**src/shared/sam_pkg.sv**
```systemverilog
/*
 * package for the shared channel 2 alarm / code violation / negative rail
 * input block: register map, field layout, reset values, role codes.
 * assumes a 32-bit ahb-lite slave port with byte addresses in haddr.
 */
package sam_pkg;

   // ****************************************
   // register offsets (byte addresses)
   // ****************************************
   localparam logic [7:0] SAM_OFS_CTRL = 8'h00;
   localparam logic [7:0] SAM_OFS_STS = 8'h04;
   localparam logic [7:0] SAM_OFS_MASK = 8'h08;
   localparam logic [7:0] SAM_OFS_CNT = 8'h0C;
   localparam logic [7:0] SAM_OFS_INFO = 8'h10;
   localparam int SAM_ADDR_W = 8;

   // ****************************************
   // field layout
   // ****************************************
   localparam int SAM_CTRL_TBUS = 0;
   localparam int SAM_CTRL_MODE_LSB = 1;
   localparam int SAM_CTRL_EDGE = 3;
   localparam int SAM_CTRL_W = 4;
   localparam int SAM_STS_AIS = 0;
   localparam int SAM_STS_LCV = 1;
   localparam int SAM_STS_W = 2;
   localparam int SAM_INFO_ROLE_LSB = 0;
   localparam int SAM_INFO_DATA_LSB = 8;

   // ****************************************
   // reset values
   // ****************************************
   localparam logic [3:0] SAM_CTRL_RST = 4'h0;
   localparam logic [1:0] SAM_STS_RST = 2'h0;
   localparam logic [1:0] SAM_MASK_RST = 2'h0;

   // ****************************************
   // channel modes and pin roles
   // ****************************************
   typedef enum logic [1:0] {
      SAM_MODE_STS1 = 2'b00,
      SAM_MODE_SINGLE = 2'b01,
      SAM_MODE_DUAL = 2'b10,
      SAM_MODE_RSVD = 2'b11
   } sam_mode_t;

   typedef enum logic [1:0] {
      SAM_ROLE_UNUSED = 2'b00,
      SAM_ROLE_LCV = 2'b01,
      SAM_ROLE_NEG = 2'b10,
      SAM_ROLE_ALARM = 2'b11
   } sam_role_t;

   localparam logic [1:0] SAM_HTRANS_NONSEQ = 2'b10;
   localparam logic [2:0] SAM_HSIZE_WORD = 3'b010;
   localparam logic SAM_HRESP_OKAY = 1'b0;
   localparam int SAM_SYNC_STAGES = 2;

endpackage

```
**src/verilog/sam_sync.sv**
```systemverilog
/*
 * two flip-flop synchroniser for pins that arrive from outside hclk.
 * assumes each bit is independent; a multi-bit bus may show a mixed
 * word for one cycle, so callers sample buses only on a settled event.
 */
module sam_sync #(
   parameter int WIDTH = 1
) (
   input wire logic hclk,
   input wire logic hresetn,
   input wire logic [WIDTH-1:0] async_in,
   output logic [WIDTH-1:0] sync_out
);

   logic [WIDTH-1:0] meta_ff;
   logic [WIDTH-1:0] sync_ff;

   // only the second stage reads the first
   always_ff @(posedge hclk or negedge hresetn) begin
      if (!hresetn) begin
         meta_ff <= '0;
         sync_ff <= '0;
      end else begin
         meta_ff <= async_in;
         sync_ff <= meta_ff;
      end
   end

   assign sync_out = sync_ff;

endmodule

```
**src/verilog/sam_top.sv**
```systemverilog
/*
 * shared channel 2 input: role selection, line clock edge sampling,
 * path ais declaration and code violation counting behind ahb-lite.
 * assumes pins are asynchronous to hclk and the line clock is well
 * below half the hclk rate so each of its edges is seen.
 */
// The register addresses and the AHB-Lite interface to the registers were chosen for this implementation.
// Function
// - telecom bus enabled makes the shared input the add-bus alarm
// - alarm rising edge while bus enabled declares the path ais defect
// - bus disabled: role follows channel mode sts1, single or dual rail
// - single rail: input is code violation, sampled on chosen clock edge
// - single rail: sampled violations increment the event counter
module sam_top #(
   parameter int CNT_W = 16
) (
   input wire logic hclk,
   input wire logic hresetn,
   input wire logic hsel,
   input wire logic [31:0] haddr,
   input wire logic [1:0] htrans,
   input wire logic hwrite,
   input wire logic [2:0] hsize,
   input wire logic [31:0] hwdata,
   input wire logic hready,
   output logic hreadyout,
   output logic hresp,
   output logic [31:0] hrdata,
   input wire logic shared_pin_in,
   input wire logic rx_line_clock,
   input wire logic [7:0] add_bus_data,
   output logic path_ais_declare,
   output logic lcv_event,
   output logic rx_negative_rail_out,
   output logic rx_negative_rail_valid,
   output logic irq
);

   // ****************************************
   // pin synchronisers
   // ****************************************
   logic pin_s;
   logic lclk_s;
   logic [7:0] data_s;

   sam_sync #(.WIDTH(1)) u_pin (
      .hclk(hclk),
      .hresetn(hresetn),
      .async_in(shared_pin_in),
      .sync_out(pin_s)
   );
   sam_sync #(.WIDTH(1)) u_lclk (
      .hclk(hclk),
      .hresetn(hresetn),
      .async_in(rx_line_clock),
      .sync_out(lclk_s)
   );
   sam_sync #(.WIDTH(8)) u_data (
      .hclk(hclk),
      .hresetn(hresetn),
      .async_in(add_bus_data),
      .sync_out(data_s)
   );

   // ****************************************
   // registers
   // ****************************************
   logic [3:0] ctrl_ff;
   logic [1:0] sts_ff;
   logic [1:0] mask_ff;
   logic [CNT_W-1:0] cnt_ff;
   logic [7:0] ais_data_ff;
   logic pin_prev_ff;
   logic lclk_prev_ff;
   logic ais_ff;
   logic lcv_ff;
   logic neg_ff;
   logic neg_vld_ff;
   logic wr_pend_ff;
   logic [7:0] wr_addr_ff;
   logic [31:0] rdata_ff;

   // ****************************************
   // role selection
   // ****************************************
   wire tbus_en = ctrl_ff[sam_pkg::SAM_CTRL_TBUS];
   wire edge_fall = ctrl_ff[sam_pkg::SAM_CTRL_EDGE];
   wire sam_pkg::sam_mode_t mode =
      sam_pkg::sam_mode_t'(ctrl_ff[sam_pkg::SAM_CTRL_MODE_LSB +: 2]);
   wire sam_pkg::sam_role_t role =
      tbus_en ? sam_pkg::SAM_ROLE_ALARM :
      (mode == sam_pkg::SAM_MODE_SINGLE) ? sam_pkg::SAM_ROLE_LCV :
      (mode == sam_pkg::SAM_MODE_DUAL) ? sam_pkg::SAM_ROLE_NEG :
      sam_pkg::SAM_ROLE_UNUSED;

   // line clock edge chosen by software; a slow line clock is assumed
   wire lclk_rise = lclk_s & ~lclk_prev_ff;
   wire lclk_fall = ~lclk_s & lclk_prev_ff;
   wire lclk_edge = edge_fall ? lclk_fall : lclk_rise;
   wire alarm_rise = pin_s & ~pin_prev_ff;

   // unused role gates off all three event paths
   wire nxt_ais = (role == sam_pkg::SAM_ROLE_ALARM) & alarm_rise;
   wire nxt_lcv = (role == sam_pkg::SAM_ROLE_LCV) & lclk_edge & pin_s;
   wire nxt_neg_vld = (role == sam_pkg::SAM_ROLE_NEG) & lclk_edge;

   // ****************************************
   // ahb-lite slave, zero wait states
   // ****************************************
   wire [7:0] a_ofs = haddr[7:0];
   wire a_hit = (haddr[31:8] == 24'h000000);
   wire a_act = hsel & hready & htrans[1];
   wire a_rd = a_act & ~hwrite;
   wire a_wr = a_act & hwrite & a_hit;
   wire wr_go = wr_pend_ff & hready;
   wire wr_ctrl = wr_go & (wr_addr_ff == sam_pkg::SAM_OFS_CTRL);
   wire wr_sts = wr_go & (wr_addr_ff == sam_pkg::SAM_OFS_STS);
   wire wr_mask = wr_go & (wr_addr_ff == sam_pkg::SAM_OFS_MASK);
   wire wr_cnt = wr_go & (wr_addr_ff == sam_pkg::SAM_OFS_CNT);

   wire [31:0] info_word = {16'h0000, ais_data_ff, 6'h00, role};
   wire [31:0] rd_mux =
      !a_hit ? 32'h00000000 :
      (a_ofs == sam_pkg::SAM_OFS_CTRL) ? {28'h0000000, ctrl_ff} :
      (a_ofs == sam_pkg::SAM_OFS_STS) ? {30'h00000000, sts_ff} :
      (a_ofs == sam_pkg::SAM_OFS_MASK) ? {30'h00000000, mask_ff} :
      (a_ofs == sam_pkg::SAM_OFS_CNT) ? 32'(cnt_ff) :
      (a_ofs == sam_pkg::SAM_OFS_INFO) ? info_word : 32'h00000000;

   always_ff @(posedge hclk or negedge hresetn) begin
      if (!hresetn) begin
         wr_pend_ff <= 1'b0;
         wr_addr_ff <= 8'h00;
         rdata_ff <= 32'h00000000;
      end else begin
         if (hready) begin
            wr_pend_ff <= a_wr;
            wr_addr_ff <= a_ofs;
         end
         if (a_rd) begin
            rdata_ff <= rd_mux;
         end
      end
   end

   assign hreadyout = 1'b1;
   assign hresp = sam_pkg::SAM_HRESP_OKAY;
   assign hrdata = rdata_ff;

   // ****************************************
   // control, status, count
   // ****************************************
   wire [1:0] ev_vec = {lcv_ff, ais_ff};
   wire cnt_full = &cnt_ff;
   // set wins over the write-one clear in the same cycle
   wire [1:0] nxt_sts =
      (sts_ff & ~(wr_sts ? hwdata[sam_pkg::SAM_STS_W-1:0] : 2'b00)) | ev_vec;
   // counter saturates so software never sees a wrap as a low count
   wire [CNT_W-1:0] nxt_cnt =
      wr_cnt ? (lcv_ff ? CNT_W'(1) : '0) :
      (lcv_ff & ~cnt_full) ? cnt_ff + CNT_W'(1) : cnt_ff;

   always_ff @(posedge hclk or negedge hresetn) begin
      if (!hresetn) begin
         ctrl_ff <= sam_pkg::SAM_CTRL_RST;
         sts_ff <= sam_pkg::SAM_STS_RST;
         mask_ff <= sam_pkg::SAM_MASK_RST;
         cnt_ff <= '0;
      end else begin
         if (wr_ctrl) begin
            ctrl_ff <= hwdata[sam_pkg::SAM_CTRL_W-1:0];
         end
         if (wr_mask) begin
            mask_ff <= hwdata[sam_pkg::SAM_STS_W-1:0];
         end
         sts_ff <= nxt_sts;
         cnt_ff <= nxt_cnt;
      end
   end

   // ****************************************
   // event pipeline
   // ****************************************
   always_ff @(posedge hclk or negedge hresetn) begin
      if (!hresetn) begin
         pin_prev_ff <= 1'b0;
         lclk_prev_ff <= 1'b0;
         ais_ff <= 1'b0;
         lcv_ff <= 1'b0;
         neg_ff <= 1'b0;
         neg_vld_ff <= 1'b0;
         ais_data_ff <= 8'h00;
      end else begin
         pin_prev_ff <= pin_s;
         lclk_prev_ff <= lclk_s;
         ais_ff <= nxt_ais;
         lcv_ff <= nxt_lcv;
         neg_vld_ff <= nxt_neg_vld;
         if (nxt_neg_vld) begin
            neg_ff <= pin_s;
         end
         if (nxt_ais) begin
            ais_data_ff <= data_s;
         end
      end
   end

   assign path_ais_declare = ais_ff;
   assign lcv_event = lcv_ff;
   assign rx_negative_rail_out = neg_ff;
   assign rx_negative_rail_valid = neg_vld_ff;
   assign irq = |(sts_ff & mask_ff);
endmodule

```
**config.mk**
```make
export PLATFORM = sky130hd
export DESIGN_NAME = sam_top
export DESIGN_NICKNAME = d
export VERILOG_FILES = /design/src/shared/sam_pkg.sv /design/src/verilog/sam_sync.sv /design/src/verilog/sam_top.sv
export SDC_FILE = /design/constraint.sdc
export NUM_CORES = 1
export LEC_CHECK = 0
export BUFFER_PORTS_ARGS = -buffer_cell sky130_fd_sc_hd__buf_4
export CORE_MARGIN = 2
export CORE_UTILIZATION = 40
export DETAILED_ROUTE_END_ITERATION = 12
export PLACE_DENSITY = 0.72
export SLEW_MARGIN = 10
export SYNTH_ARGS = -nofsm -noshare
export SYNTH_HDL_FRONTEND = slang
export SYNTH_SLANG_ARGS = --single-unit
```
**constraint.sdc**
```tcl
create_clock -name hclk -period 1.9 [get_ports hclk]
set_input_delay 0.285 -clock hclk [delete_from_list [all_inputs] [get_ports hclk]]
set_output_delay 0.285 -clock hclk [all_outputs]
set_load 0.05 [all_outputs]
```
== After elaboration in Yosys (flattened, before gate mapping) ==
Cells that the tools add are included.

* Add/subtract/negate cells: 1
* Equality and inequality tests: 12
* Mux-type cells: 14
* Bitwise gates (word level): 27
* Reduce and logical (&&, ||, !) cells: 6

{| class="wikitable"
|+ Operator list
! cell !! number
|-
| two-way mux 16 bit || 8
|-
| equality test 8 x 4 -> 1 bit (second input constant) || 4
|-
| logical NOT 24 bit || 1
|-
| AND 1 bit || 18
|-
| adder 16 x 1 -> 16 bit (second input constant) || 1
|-
| equality test 8 x 3 -> 1 bit (second input constant) || 2
|-
| logical NOT 8 bit || 2
|-
| AND reduction 16 bit || 1
|-
| equality test 8 x 5 -> 1 bit (second input constant) || 1
|-
| two-way mux 2 bit || 4
|-
| equality test 2 bit (second input constant) || 3
|-
| inverter 1 bit || 5
|-
| AND 2 bit || 2
|-
| equality test 2 x 1 -> 1 bit (second input constant) || 2
|-
| two-way mux 1 bit || 2
|-
| inverter 2 bit || 1
|-
| OR 2 bit || 1
|-
| nonzero test 2 bit || 1
|-
| OR reduction 2 bit || 1
|}

* Register bits after elaboration: 99
* Input port bits: 84
* Output and inout port bits: 39
* Logic and storage cells: 80

== Longest topological paths before layout ==
Gate-level depths: netlist of run 1.

* Word-level depth: 10
* Mapped depth: 6
* Depth with buffers taken out: 5

== By module ==
From an unflattened synthesis of run 1, not the netlist that was laid out.

* Cell total of the unflattened synthesis: 351
* Area, all modules: 3809.9 µm²

{| class="wikitable"
|+ Modules (own cells, without submodules)
! module !! times used !! cells an instance !! area each (µm²) !! seq. area each (µm²)
|-
| sam_top || 1 || 331 || 3309.4 || 1576.5
|-
| sam_sync (u_data) || 1 || 16 || 400.4 || 400.4
|-
| sam_sync (u_lclk ...) || 2 || 2 || 50.0 || 50.0
|}

== Worst setup path after synthesis of run 1 ==
Ideal clock, no wire load.

* Path type: reg-to-reg
* Start point: register lcv_ff, in the netlist lcv_event
* End point: register cnt_ff[13]
* Setup time: 78 ps
* Arrival: 2032 ps
* Data required time: 1822 ps
* Setup slack: -210 ps
* Stages on the path, launching flop included: 6
* Path buffers: 1
* Period minus slack after synthesis: 2110 ps
* Cell sequence: dfrtp_1 buf_2 and4_1 nand4_1 or4_1 a21oi_1

* Cells in the longest elaborated chain, start to end: 2

{| class="wikitable"
|+ RTL lines
! item !! line !! source
|-
| start: declaration || sam_top.sv:76 || <nowiki>logic lcv_ff;</nowiki>
|-
| start signal: assignment || sam_top.sv:197 || <nowiki>lcv_ff <= nxt_lcv;</nowiki>
|-
| AND 1 bit || sam_top.sv:161 || <nowiki>(lcv_ff & ~cnt_full) ? cnt_ff + CNT_W'(1) : cnt_ff;</nowiki>
|-
| nonzero test 2 bit (no line) || - ||
|-
| end signal: assignment || sam_top.sv:177 || <nowiki>cnt_ff <= nxt_cnt;</nowiki>
|-
| end: declaration || sam_top.sv:71 || <nowiki>logic [CNT_W-1:0] cnt_ff;</nowiki>
|}

Every way passes these cells.
A chain may end at the register's enable or synchronous reset.

== Worst setup path in the final report of run 1 ==
* Start point: register wr_addr_ff[1]
* End point: register ctrl_ff[2]

* Cells in the longest elaborated chain, start to end: 2

{| class="wikitable"
|+ RTL lines
! item !! line !! source
|-
| start: declaration || sam_top.sv:80 || <nowiki>logic [7:0] wr_addr_ff;</nowiki>
|-
| start signal: assignment || sam_top.sv:138 || <nowiki>wr_addr_ff <= a_ofs;</nowiki>
|-
| logical NOT 8 bit || sam_top.sv:116 || <nowiki>wire wr_ctrl = wr_go & (wr_addr_ff == sam_pkg::SAM_OFS_CTRL);</nowiki>
|-
| AND 1 bit || sam_top.sv:116 ||
|-
| end signal: assignment || sam_top.sv:165 || <nowiki>ctrl_ff <= sam_pkg::SAM_CTRL_RST;</nowiki>
|-
| end signal: assignment || sam_top.sv:171 || <nowiki>ctrl_ff <= hwdata[sam_pkg::SAM_CTRL_W-1:0];</nowiki>
|-
| end: declaration || sam_top.sv:68 || <nowiki>logic [3:0] ctrl_ff;</nowiki>
|}

Every way passes these cells.

==> results.md, run 1 <==
* Placement Setup Slack at -0.1873 ns
* Worst Path Required at 2.14 ns
* Post-synthesis sequential area ratio at 56.06%
* CTS HTree Levels at 3
* Skew final at 0.003118 ns
* CTS tree: built
* Via count at 2862
* Comb power frac at 7.9%
* Area growth from synthesis to layout at 28.10%
* Reg2reg setup slack at 0.11 ns
* CP cell instances: nor4bb_4, and2_1, nor3b_1, buf_4, mux2_2
* Nets@finish at 509
* Number of diodes at 0
* Yosys top cell by area: dfrtp_1
* FF-to-FF path depth at 5
* Flops & latches, synth at 83
* # fillers at 778
* Final Max Slew Viols at 0
* RSZ-0062 raised after global routing: false
* Max VDD drop at 0.4987 mV
* Critical Path AT at 2.03 ns
* Synth Cell Area at 3705 µm²
* CTS Buf Count at 9
* Switching power at 0.8296 mW
* Hpwl dp at 5.898 mm
* Synth Instances at 331
* First-pass GRT wire length at 13.90 mm
* Final worst path period need at 1.795 ns
* Fmax at 557.1 MHz
* Avg Cell Area, Syn at 11.19 µm²
* I/O pin total at 123
* Core Region at 9109 µm²
* Clk root buf: clkbuf_8
* Routed wire length at 8.132 mm
* Peak per-stage delay on the critical path at 0.41 ns
* Vias in the first global route at 2923
* HP Start: add_bus_data[2]
* Status: finished, final reports clean
* Setup CP Type: reg -> reg
* Initial Util at 40.67%
* Die Wd at 100.2 µm
* Critical Path End: ctrl_ff[2]$_DFFE_PN0P_
* Sw Ratio at 22.92%
* Maximum number of pins on one net before global-route repair at 63
* Seq pwr share at 50.6%
* Int Power at 2.789 mW
* Proportion of layout cells with a drive suffix above 1 at 34.97%
* Most frequent cells in the layout: buf_4, dfrtp_1, nand2_1
* Synth top area cells: dfrtp_1, nand2_1, mux2_2
* Final ANT Viol Nets at 0
* Fin cells at 540
* CTS clk-pin slew, worst paths at 0.08 ns
* GPL Wtd Cong at 0.8351
* Clk Latency, worst-skew pair at 0.35 ns
* Unique masters post-synth at 48
* Power density over the cells at 762.6 nW/µm²
* Antenna violations before repair at 0
* DR pass1 iterations at 4
* Critical Path Fanout Max at 4
* Die H at 100.2 µm
* Yosys top cell area share at 56.06%
* Top_reg_cell synth: dfrtp_1
* CTS Sinks at 83
* Warnings, synthesis at 0
* Fin crit share at 94.47%
* Final Setup Violations at 0
* FP Rows at 35
* Critical Path Source Type: flop
* Commonest non-fill, non-tap cell in the layout: buf_4
* P_leak at 2.243 nW
* Max-Cap Viols at 0
* Hold Violations, Final at 0
* Crit path from: wr_addr_ff[1]$_DFFE_PN0P_
* DP Cell Count at 523
* Drt drc at 0
* Clk buf depth at 2
* Crit Reg-Reg Startpoint: wr_addr_ff[1]$_DFFE_PN0P_
* Final worst setup slack at 0.1051 ns
* Hold WC Path Type: in -> reg
* I/O Buffers at 72
* CP Capture Type: flop
* WHS Path Cells at 1
* Power Total at 3.619 mW
* Global Route Usage Sum at 17.52%
* DR WL/cell at 15.06 µm
* Post-synth EDFFs at 0
* Post-synth ARST share at 100.0%
* FF-to-FF End: ctrl_ff[2]$_DFFE_PN0P_
* Die area at 10050 µm²
* Initial DRC count at 227
* Total gr overflow at 0
* Clock power frac at 41.5%
* Via-to-Cell Ratio at 5.300
* CP max stage cell: dfrtp_1
## state kept, by name, summed over array words and instances (netlist names), 2 cells and up
signal,flops
cnt_ff,16
hrdata,16
ais_data_ff,8
u_data.meta_ff,8
u_data.sync_out,8
wr_addr_ff,8
ctrl_ff,4
mask_ff,2
sts_ff,2
## how the worst min path moves through the flow
stage	slack [ns]	to
3_5_place_dp	0.19	ctrl_ff[2]$_DFFE_PN0P_
4_1_cts	0.02	u_pin.meta_ff$_DFF_PN0_
6_report	0.04	u_data.meta_ff[2]$_DFF_PN0_
2_1_floorplan	-0.01	ais_data_ff[0]$_DFFE_PN0P_
5_1_grt	0.02	u_data.meta_ff[6]$_DFF_PN0_
3_3_place_gp	0.19	ctrl_ff[3]$_DFFE_PN0P_
## power by group through the flow
| stage | Sequential [mW] | Combinational (mW) | Clock [mW] |
|---|---|---|---|
| floorplan | 1.86 | 0.168 | 0 |
| global placement | 1.86 | 0.277 | 0 |
| detailed placement | 1.86 | 0.284 | 0 |
| CTS | 1.83 | 0.287 | 1.54 |
| global route | 1.84 | 0.311 | 1.62 |
| finish | 1.83 | 0.285 | 1.50 |
## cells by family (layout without fill, tap and decap cells)
group | count (synthesis) | in the layout | synth area share (%)
AOI/OAI and AO/OA | 64 | 64 | 13.61
other | 2 | 18 | 0.2027
and+or+nand+nor | 120 | 120 | 17.53
muxes | 20 | 20 | 5.978
buffers and inverters | 41 | 123 | 6.281
adders and majority gates | 1 | 1 | 0.3377
DFF | 83 | 83 | 56.06
## what timing repair did
| item | CTS | global route |
|---|---|---|
| setup buffers | 0 | 0 |
| hold buffers | 1 | 0 |
| endpoints found under the hold margin | 21 | 0 |
| resized for setup | 1 | 7 |
| setup endpoints to repair | 4 | 10 |
## Yosys cell counts, drive strengths merged, types with 6 or more instances
cell	count
a21oi	14
a22oi	10
buf	25
clkbuf	6
dfrtp	83
inv	9
mux2	17
nand2	51
nand3	7
nand4	7
nor2	7
nor4	9
o21ai	6
o31ai	15
o41ai	8
or4	7
## worst max-delay path: cells and delay by family (launching register included)
family,cells,cell delay (ns)
buffers and inverters,1,0.18
flip-flops,1,0.41
multiplexers,1,0.32
AND/OR/NAND/NOR,3,0.77
## through the flow
step | instance area [µm²] | hold slack [ns] | util, % | TNS [ns]
floorplan | 3772 | -0.01059 | - | 0
global placement | 4456 | 0.1942 | 48.91 | -1.276
detailed placement | 4456 | 0.1945 | 48.91 | -2.082
CTS | 4712 | 0.01766 | 51.73 | 0
global route | 4746 | 0.01662 | 52.10 | 0
finish | 4746 | 0.03945 | 52.10 | 0
## routing by layer
layer	share of wire, %	global-route usage (%)	vias up	routed length [µm]
met5	0	0	-	0
met4	1.9	7.482	0	156
met3	3.6	3.552	19	294
met2	51	29.38	68	4108
met1	44	22.11	1410	3573
li1	-	-	1365	-
## layout make-up
type	instances	area [µm²]	area share, %
clock inverter	7	116.4	2.452
clock buffer	9	123.9	2.610
tap	111	138.9	2.926
multi-input combinational	223	1491	31.43
timing repair buffer	97	755.7	15.92
sequential	83	2082	43.87
inverter	10	37.54	0.7909
Note: power is estimated with default switching activity, not from simulation.
==> run 2: changes to the inputs <==
--- a/config.mk
+++ b/config.mk
@@ -13,4 +13,5 @@
 export SLEW_MARGIN = 10
 export SYNTH_ARGS = -nofsm -noshare
 export SYNTH_HDL_FRONTEND = slang
+export SYNTH_HIERARCHICAL = 1
 export SYNTH_SLANG_ARGS = --single-unit
==> run 2 against run 1 <==
Fmax is 1.2% lower. Critical path type unchanged. Sequential share of layout area is 0.67 points lower. Die area is 2.7% higher. Critical endpoint is now ctrl_ff[1]$_DFFE_PN0P_.
==> results.md, run 2 <==
* WP buf/inv at 0 (was 1)
* Nets@finish at 529 (was 509)
* Most frequent cells in the layout: dfrtp_1, buf_4, nand2_1 (was buf_4, dfrtp_1, nand2_1)
* CP Depth at 4 (was 5)
* Initial Util at 41.23% (was 40.67%)
* Maximum number of pins on one net before global-route repair at 41 (was 63)
* Final Cell Area at 4808 µm² (was 4746 µm²)
* Proportion of layout cells with a drive suffix above 1 at 29.18% (was 34.97%)
* Synth Instances at 351 (was 331)
* Via count at 2984 (was 2862)
* Critical Path End: ctrl_ff[1]$_DFFE_PN0P_ (was ctrl_ff[2]$_DFFE_PN0P_)
* Met3 WL at 583 µm (was 294 µm)
* Total gr overflow at 0 (unchanged)
* Top delay family on crit path: simple AND/OR/NAND/NOR gates (unchanged)
* CP max stage cell: dfrtp_1 (unchanged)
* Unique masters post-synth at 56 (was 48)
* Setup bufs post-CTS at 0 (unchanged)
* Vias in the first global route at 2928 (was 2923)
* Top sig layer: met4 (unchanged)
* Max VDD drop at 0.4962 mV (was 0.4987 mV)
* P_leak at 2.209 nW (was 2.243 nW)
* FP Rows at 35 (unchanged)
* Warnings, synthesis at 6 (was 0)
* Area growth from synthesis to layout at 26.21% (was 28.10%)
* Final Max Slew Viols at 0 (unchanged)
* CTS Sinks at 83 (unchanged)
* CTS HTree Levels at 3 (unchanged)
* Commonest non-fill, non-tap cell in the layout: dfrtp_1 (was buf_4)
* Max-Cap Viols at 0 (unchanged)
* First-pass GRT wire length at 13.57 mm (was 13.90 mm)
* Number of diodes at 0 (unchanged)
* CTS tree: built (unchanged)
* Fin crit share at 95.58% (was 94.47%)
* Status: finished, final reports clean (unchanged)
* Clk root buf: clkbuf_8 (unchanged)
* CP Capture Type: flop (unchanged)
* # fillers at 803 (was 778)
* I/O pin total at 123 (unchanged)
* Count leader, synth: dfrtp_1 (unchanged)
* Critical Path AT at 2.07 ns (was 2.03 ns)
* Final worst path period need at 1.816 ns (was 1.795 ns)
* CTS clk-pin slew, worst paths at 0.08 ns (about the same)
* Initial DRC count at 304 (was 227)
* FF-to-FF End: ctrl_ff[1]$_DFFE_PN0P_ (was ctrl_ff[2]$_DFFE_PN0P_)
* Die Wd at 101.6 µm (was 100.2 µm)
* CTS Buf Count at 9 (unchanged)
* Yosys top cell by area: dfrtp_1 (unchanged)
* Crit Reg-Reg Startpoint: wr_addr_ff[5]$_DFFE_PN0P_ (was wr_addr_ff[1]$_DFFE_PN0P_)
* Drt drc at 0 (unchanged)
* Global Route Usage Sum at 16.90% (was 17.52%)
* I/O Buffers at 72 (unchanged)
* Clk buf depth at 2 (unchanged)
* Hold Violations, Final at 0 (unchanged)
* Synth top cells by count: dfrtp_1, nand2_1, buf_4 (unchanged)
* Synth top area cells: dfrtp_1, nand2_1, mux2_2 (unchanged)
* WHS Path Cells at 2 (was 1)
* Die area at 10320 µm² (was 10050 µm²)
* Worst Path Required at 2.15 ns (was 2.14 ns)
* Clk Latency, worst-skew pair at 0.38 ns (was 0.35 ns)
* Power Total at 3.574 mW (was 3.619 mW)
* Top_reg_cell synth: dfrtp_1 (unchanged)
* Die H at 101.6 µm (was 100.2 µm)
* Met1 Wirelength at 3.595 mm (was 3.573 mm)
* Crit path from: wr_addr_ff[5]$_DFFE_PN0P_ (was wr_addr_ff[1]$_DFFE_PN0P_)
* Post-layout util at 52.04% (was 52.10%)
* Power density over the cells at 743.2 nW/µm² (was 762.6 nW/µm²)
* Antenna violations before repair at 0 (unchanged)
* CP cell instances: nor4_2, and2_1, nor3b_4, mux2_2 (was nor4bb_4, and2_1, nor3b_1, buf_4, mux2_2)
* Via-to-Cell Ratio at 5.163 (was 5.300)
* Met2 WL at 3.838 mm (was 4.108 mm)
* Final Setup Violations at 0 (unchanged)
* DR WL/cell at 14.09 µm (was 15.06 µm)
* FF-to-FF path depth at 4 (was 5)
* Hpwl dp at 5.899 mm (was 5.898 mm)
* Critical Path Fanout Max at 4 (unchanged)
* Setup TNS at 0 ns (unchanged)
* GPL Wtd Cong at 0.8489 (was 0.8351)
* DR pass1 iterations at 4 (unchanged)
* Flops & latches, synth at 83 (unchanged)
* Skew final at 0.01422 ns (was 0.003118 ns)
* Critical Path Source Type: flop (unchanged)
* Sequential cell area at 2077 µm² (was 2082 µm²)
* Post-synth EDFFs at 0 (unchanged)
* RSZ-0062 raised after global routing: false (unchanged)
* Post-synth ARST share at 100.0% (unchanged)
* Synth Cell Area at 3810 µm² (was 3705 µm²)
* Avg Cell Area, Syn at 10.85 µm² (was 11.19 µm²)
* Final ANT Viol Nets at 0 (unchanged)
* Yosys top cell area share at 54.52% (was 56.06%)
* Hold WC Path Type: in -> reg (unchanged)
* Routed wire length at 8.146 mm (was 8.132 mm)
* Fmax at 550.7 MHz (was 557.1 MHz)
* Setup CP Type: reg -> reg (unchanged)
* Core Region at 9240 µm² (was 9109 µm²)
* Reg2reg setup slack at 0.08 ns (was 0.11 ns)
* Peak per-stage delay on the critical path at 0.40 ns (was 0.41 ns)
* Cell Area, Placed at 4484 µm² (was 4456 µm²)
* Area taken by multi-input logic gates at 1605 µm² (was 1491 µm²)
* Post-synthesis sequential area ratio at 54.52% (was 56.06%)
## run 2: timing repair
item | CTS | global route
hold endpoints to repair | 40 | 8
gates resized for setup | 0 | 2
endpoints found under the setup margin | 0 | 5
hold buffers | 3 | 8
## run 2: final cells by class
class / count / share of cell area [%]
Clock buffer: 9 / 2.576
Tap cell: 129 / 3.357
Timing Repair Buffer: 93 / 15.35
Sequential cell: 83 / 43.20
Multi-Input combinational cell: 252 / 33.39
Clock inverter: 7 / 1.743
Inverter: 5 / 0.3903
## run 2: power by group
group	switching [mW]	total (mW)	internal, mW
registers	0.0483	1.88	1.83
logic	0.204	0.358	0.154
clock network	0.703	1.33	0.629
total	0.955	3.57	2.62
## run 2: layer usage
metal | up-vias | GRT usage (%)
met2 | 105 | 27.33
met3 | 12 | 5.038
met1 | 1429 | 21.49
met5 | - | 0
li1 | 1438 | -
met4 | 0 | 6.341
## run 2: cell families after synthesis
family / count (synthesis) / synth area share [%]
flip-flops: 83 / 54.52
AND/OR/NAND/NOR: 150 / 22.53
adder cells (fa/ha/maj): 1 / 0.3284
buffers and inverters: 32 / 5.090
other: 2 / 0.1971
AO/OA/AOI/OAI: 62 / 11.33
multiplexers: 21 / 6.010
## run 2: how the worst min path moves through the flow
| stage | endpoint | start |
|---|---|---|
| 2_1_floorplan | ais_data_ff[0]$_DFFE_PN0P_ | hresetn |
| 3_3_place_gp | u_data/meta_ff[2]$_DFF_PN0_ | hresetn |
| 3_5_place_dp | u_data/meta_ff[1]$_DFF_PN0_ | hresetn |
| 4_1_cts | u_data/meta_ff[5]$_DFF_PN0_ | add_bus_data[5] |
| 5_1_grt | ctrl_ff[2]$_DFFE_PN0P_ | hwdata[2] |
| 6_report | ctrl_ff[2]$_DFFE_PN0P_ | hwdata[2] |
## run 2: metrics by stage
| step | cells | hold WS (ns) | setup slack [ns] |
|---|---|---|---|
| 2_1_floorplan | 367 | -0.01059 | 0.09176 |
| 3_3_place_gp | 551 | 0.2826 | 0.1268 |
| 3_5_place_dp | 551 | 0.2884 | 0.1007 |
| 4_1_cts | 570 | 0.0002096 | 0.05342 |
| 5_1_grt | 578 | 0.1252 | 0.002122 |
| 6_report | 578 | 0.1508 | 0.08407 |
==> run 3: changes to the inputs <==
--- a/config.mk
+++ b/config.mk
@@ -5,11 +5,13 @@
 export SDC_FILE = /design/constraint.sdc
 export NUM_CORES = 1
 export LEC_CHECK = 0
+export ABC_AREA = 1
 export BUFFER_PORTS_ARGS = -buffer_cell sky130_fd_sc_hd__buf_4
 export CORE_MARGIN = 2
 export CORE_UTILIZATION = 40
 export DETAILED_ROUTE_END_ITERATION = 12
-export PLACE_DENSITY = 0.72
+export PLACE_DENSITY = 0.71
+export REMOVE_ABC_BUFFERS = 1
 export SLEW_MARGIN = 10
 export SYNTH_ARGS = -nofsm -noshare
 export SYNTH_HDL_FRONTEND = slang
==> run 3 against run 2 <==
Clock power is 9.8% higher. Worst hold slack worse by 0.13 ns. Sequential power fell by 3%. Flip-flop and latch count stayed put. Global-route usage is 0.52 points higher. Utilization shrank 1.2 points. Highest routed layer unchanged. Largest power group unchanged. Register-to-register slack better by 0.06 ns. Die area increased by 3.7%. Setup slack better by 0.057 ns. Combinational power decreased by 16%.
==> results.md, run 3 <==
* Status: finished, final reports clean (unchanged)
* Clk Latency, worst-skew pair at 0.36 ns (was 0.38 ns)
* Global Route Usage Sum at 17.42% (was 16.90%)
* CTS Buf Count at 9 (unchanged)
* Setup TNS at 0 ns (unchanged)
* Die Wd at 103.5 µm (was 101.6 µm)
* Warnings, synthesis at 6 (unchanged)
* Synth Area in Adders at 0.3162% (was 0.3284%)
* Worst Path Required at 2.18 ns (was 2.15 ns)
* Synth Cell Area at 3958 µm² (was 3810 µm²)
* Hold Violations, Final at 0 (unchanged)
* Total gr overflow at 0 (unchanged)
* Clock power frac at 40.7% (was 37.3%)
* Final worst path period need at 1.759 ns (was 1.816 ns)
* Crit path from: cnt_ff[0]$_DFFE_PN0P_ (was wr_addr_ff[5]$_DFFE_PN0P_)
* Post-synth EDFFs at 0 (unchanged)
* Avg Cell Area, Syn at 8.177 µm² (was 10.85 µm²)
* Post-synth ARST share at 100.0% (unchanged)
* Post-synthesis compound-gate area fraction at 7.082% (was 11.33%)
* Cell Area, Placed at 4624 µm² (was 4484 µm²)
* Sw Ratio at 24.57% (was 26.74%)
* Unique masters post-synth at 28 (was 56)
* DR WL/cell at 12.57 µm (was 14.09 µm)
* Peak per-stage delay on the critical path at 0.43 ns (was 0.40 ns)
* CP max stage cell: dfrtp_1 (unchanged)
* Critical Path Fanout Max at 10 (was 4)
* Int Power at 2.700 mW (was 2.618 mW)
* Max-Cap Viols at 0 (unchanged)
* Antenna violations before repair at 0 (unchanged)
* Clk buf depth at 2 (unchanged)
* FP Rows at 36 (was 35)
* Skew final at 0.007461 ns (was 0.01422 ns)
* Clk root buf: clkbuf_8 (unchanged)
* Hold WC Path Type: in -> reg (unchanged)
* CP cell instances: ha_1, nand3_1, inv_1, nand2_2, nor2_4, nor2_4, buf_4, nand3_1, o21ai_0 (was nor4_2, and2_1, nor3b_4, mux2_2)
* Vias in the first global route at 3265 (was 2928)
* Synth Instances at 484 (was 351)
* DR pass1 iterations at 4 (unchanged)
* Die area at 10710 µm² (was 10320 µm²)
* Routed wire length at 8.927 mm (was 8.146 mm)
* Die H at 103.5 µm (was 101.6 µm)
* FF-to-FF path depth at 9 (was 4)
* Core Region at 9684 µm² (was 9240 µm²)
* Initial Util at 40.87% (was 41.23%)
* Critical Path End: cnt_ff[3]$_DFFE_PN0P_ (was ctrl_ff[1]$_DFFE_PN0P_)
* Drt drc at 0 (unchanged)
* Most frequent cells in the layout: nand2_1, buf_4, dfrtp_1 (was dfrtp_1, buf_4, nand2_1)
* Top_reg_cell synth: dfrtp_1 (unchanged)
* Comb power frac at 8.4% (was 10.0%)
* Yosys top cell area share at 52.48% (was 54.52%)
* Critical Path AT at 2.04 ns (was 2.07 ns)
* Final Cell Area at 4918 µm² (was 4808 µm²)
* Synth top area cells: dfrtp_1, nand2_1, o21ai_0 (was dfrtp_1, nand2_1, mux2_2)
* Critical Path Source Type: flop (unchanged)
* Initial DRC count at 179 (was 304)
* CP Capture Type: flop (unchanged)
* Count leader, synth: nand2_1 (was dfrtp_1)
* HP Start: add_bus_data[2] (was hwdata[2])
* CTS Sinks at 83 (unchanged)
* Fmax at 568.5 MHz (was 550.7 MHz)
* Via-to-Cell Ratio at 4.865 (was 5.163)
* RSZ-0062 raised after global routing: true (was false)
* P_leak at 2.510 nW (was 2.209 nW)
* Simple-Gate Fraction of Synth Area at 28.33% (was 22.53%)
* Top delay family on crit path: simple AND/OR/NAND/NOR gates (unchanged)
* Fin crit share at 92.58% (was 95.58%)
* Area growth from synthesis to layout at 24.28% (was 26.21%)
* Mux cell area share after synthesis at 0% (was 6.010%)
* First-pass GRT wire length at 14.40 mm (was 13.57 mm)
* FF-to-FF End: cnt_ff[3]$_DFFE_PN0P_ (was ctrl_ff[1]$_DFFE_PN0P_)
* Switching power at 0.8794 mW (was 0.9554 mW)
* Seq pwr share at 50.9% (was 52.7%)
* GPL Wtd Cong at 0.9242 (was 0.8489)
* CTS HTree Levels at 3 (unchanged)
* Fin cells at 710 (was 578)
* Power density over the cells at 727.7 nW/µm² (was 743.2 nW/µm²)
* Max VDD drop at 0.6919 mV (was 0.4962 mV)
* Hpwl dp at 6.563 mm (was 5.899 mm)
* CP Depth at 9 (was 4)
* Yosys top cell by area: dfrtp_1 (unchanged)
* Final Max Slew Viols at 0 (unchanged)
* Via count at 3454 (was 2984)
* I/O pin total at 123 (unchanged)
* Setup CP Type: reg -> reg (unchanged)
* DP Cell Count at 687 (was 551)
* Flops & latches, synth at 83 (unchanged)
* Crit Reg-Reg Startpoint: cnt_ff[0]$_DFFE_PN0P_ (was wr_addr_ff[5]$_DFFE_PN0P_)
* Commonest non-fill, non-tap cell in the layout: nand2_1 (was dfrtp_1)
* Maximum number of pins on one net before global-route repair at 48 (was 41)
* Number of diodes at 0 (unchanged)
* I/O Buffers at 72 (unchanged)
* CTS tree: built (unchanged)
* Post-synthesis sequential area ratio at 52.48% (was 54.52%)
* XOR/XNOR Fraction of Synth Area at 1.549% (was 0%)
* Final Setup Violations at 0 (unchanged)
* CTS clk-pin slew, worst paths at 0.09 ns (was 0.08 ns)
* Final ANT Viol Nets at 0 (unchanged)
* Reg2reg setup slack at 0.14 ns (was 0.08 ns)
* # fillers at 926 (was 803)
* Combinational family with the most area after synthesis: simple AND/OR/NAND/NOR gates (unchanged)
* WP buf/inv at 2 (was 0)
* Nets@finish at 657 (was 529)
* Synth top cells by count: nand2_1, dfrtp_1, inv_1 (was dfrtp_1, nand2_1, buf_4)
* Proportion of layout cells with a drive suffix above 1 at 20.80% (was 29.18%)
## run 3: changes by cell type in the layout (fill, tap and decap cells not counted), moves of 7 or more
cell	delta
nand4_1	+14
o21ai_0	+36
a21oi_1	-9
nand3_1	+33
nor2_1	+40
a22o_1	-9
dlygate4sd3_1	-10
inv_1	+50
mux2_2	-15
xor2_1	+7
nand2_1	+61
o31ai_1	-14
## run 3: timing repair
action	in CTS	in global routing
hold buffers	1	0
setup endpoints to repair	0	12
gates resized for setup	0	2
setup buffers	0	5
endpoints found under the hold margin	17	0
## run 3: through the flow
step	setup slack (ns)	hold slack (ns)	power [mW]	util, %
finish	0.1411	0.02327	3.579	50.79
global route	-0.01880	0.01101	3.716	50.79
CTS	0.06598	0.01030	3.619	50.28
detailed placement	0.08384	0.1782	2.159	47.75
global placement	0.1354	0.1722	2.149	47.75
floorplan	0.1486	-0.01059	2.000	-
## run 3: worst min path at each step
stage | depth (start not counted) | slack [ns] | to
2_1_floorplan | 0 | -0.01 | ais_data_ff[0]$_DFFE_PN0P_
3_3_place_gp | 1 | 0.17 | u_data/meta_ff[3]$_DFF_PN0_
3_5_place_dp | 1 | 0.18 | u_data/meta_ff[5]$_DFF_PN0_
4_1_cts | 1 | 0.01 | u_data/meta_ff[2]$_DFF_PN0_
5_1_grt | 1 | 0.01 | u_data/meta_ff[2]$_DFF_PN0_
6_report | 1 | 0.02 | u_data/meta_ff[2]$_DFF_PN0_
## run 3: kinds of logic after synthesis
logic type                 count (synthesis)
AOI/OAI and AO/OA                         53
xor gates and xnor gates                   7
adders and majority gates                  1
buffers and inverters                     84
DFF                                       83
other                                      2
and+or+nand+nor                          254
## run 3: power groups by stage
stage	Sequential [mW]	Clock (mW)	Combinational (mW)
finish	1.82	1.46	0.301
global route	1.83	1.56	0.332
CTS	1.82	1.49	0.305
detailed placement	1.86	0	0.302
global placement	1.85	0	0.294
floorplan	1.87	0	0.133
## run 3: routing by layer
layer | track usage (%) | vias to the layer above | wire length, µm
li1 | - | 1690 | -
met5 | 0 | - | 0
met4 | 8.097 | 0 | 206
met3 | 3.159 | 23 | 748
met1 | 23.42 | 1608 | 3818
met2 | 27.49 | 133 | 4153
## run 3: area by class of cell
class,instances,area [µm²],area share (%)
Sequential cell,83,2077,42.23
Multi-Input combinational cell,334,1554,31.59
Timing Repair Buffer,88,675.6,13.74
Inverter,56,210.2,4.274
Tap cell,133,166.4,3.383
Clock buffer,10,137.6,2.798
Clock inverter,6,97.59,1.984
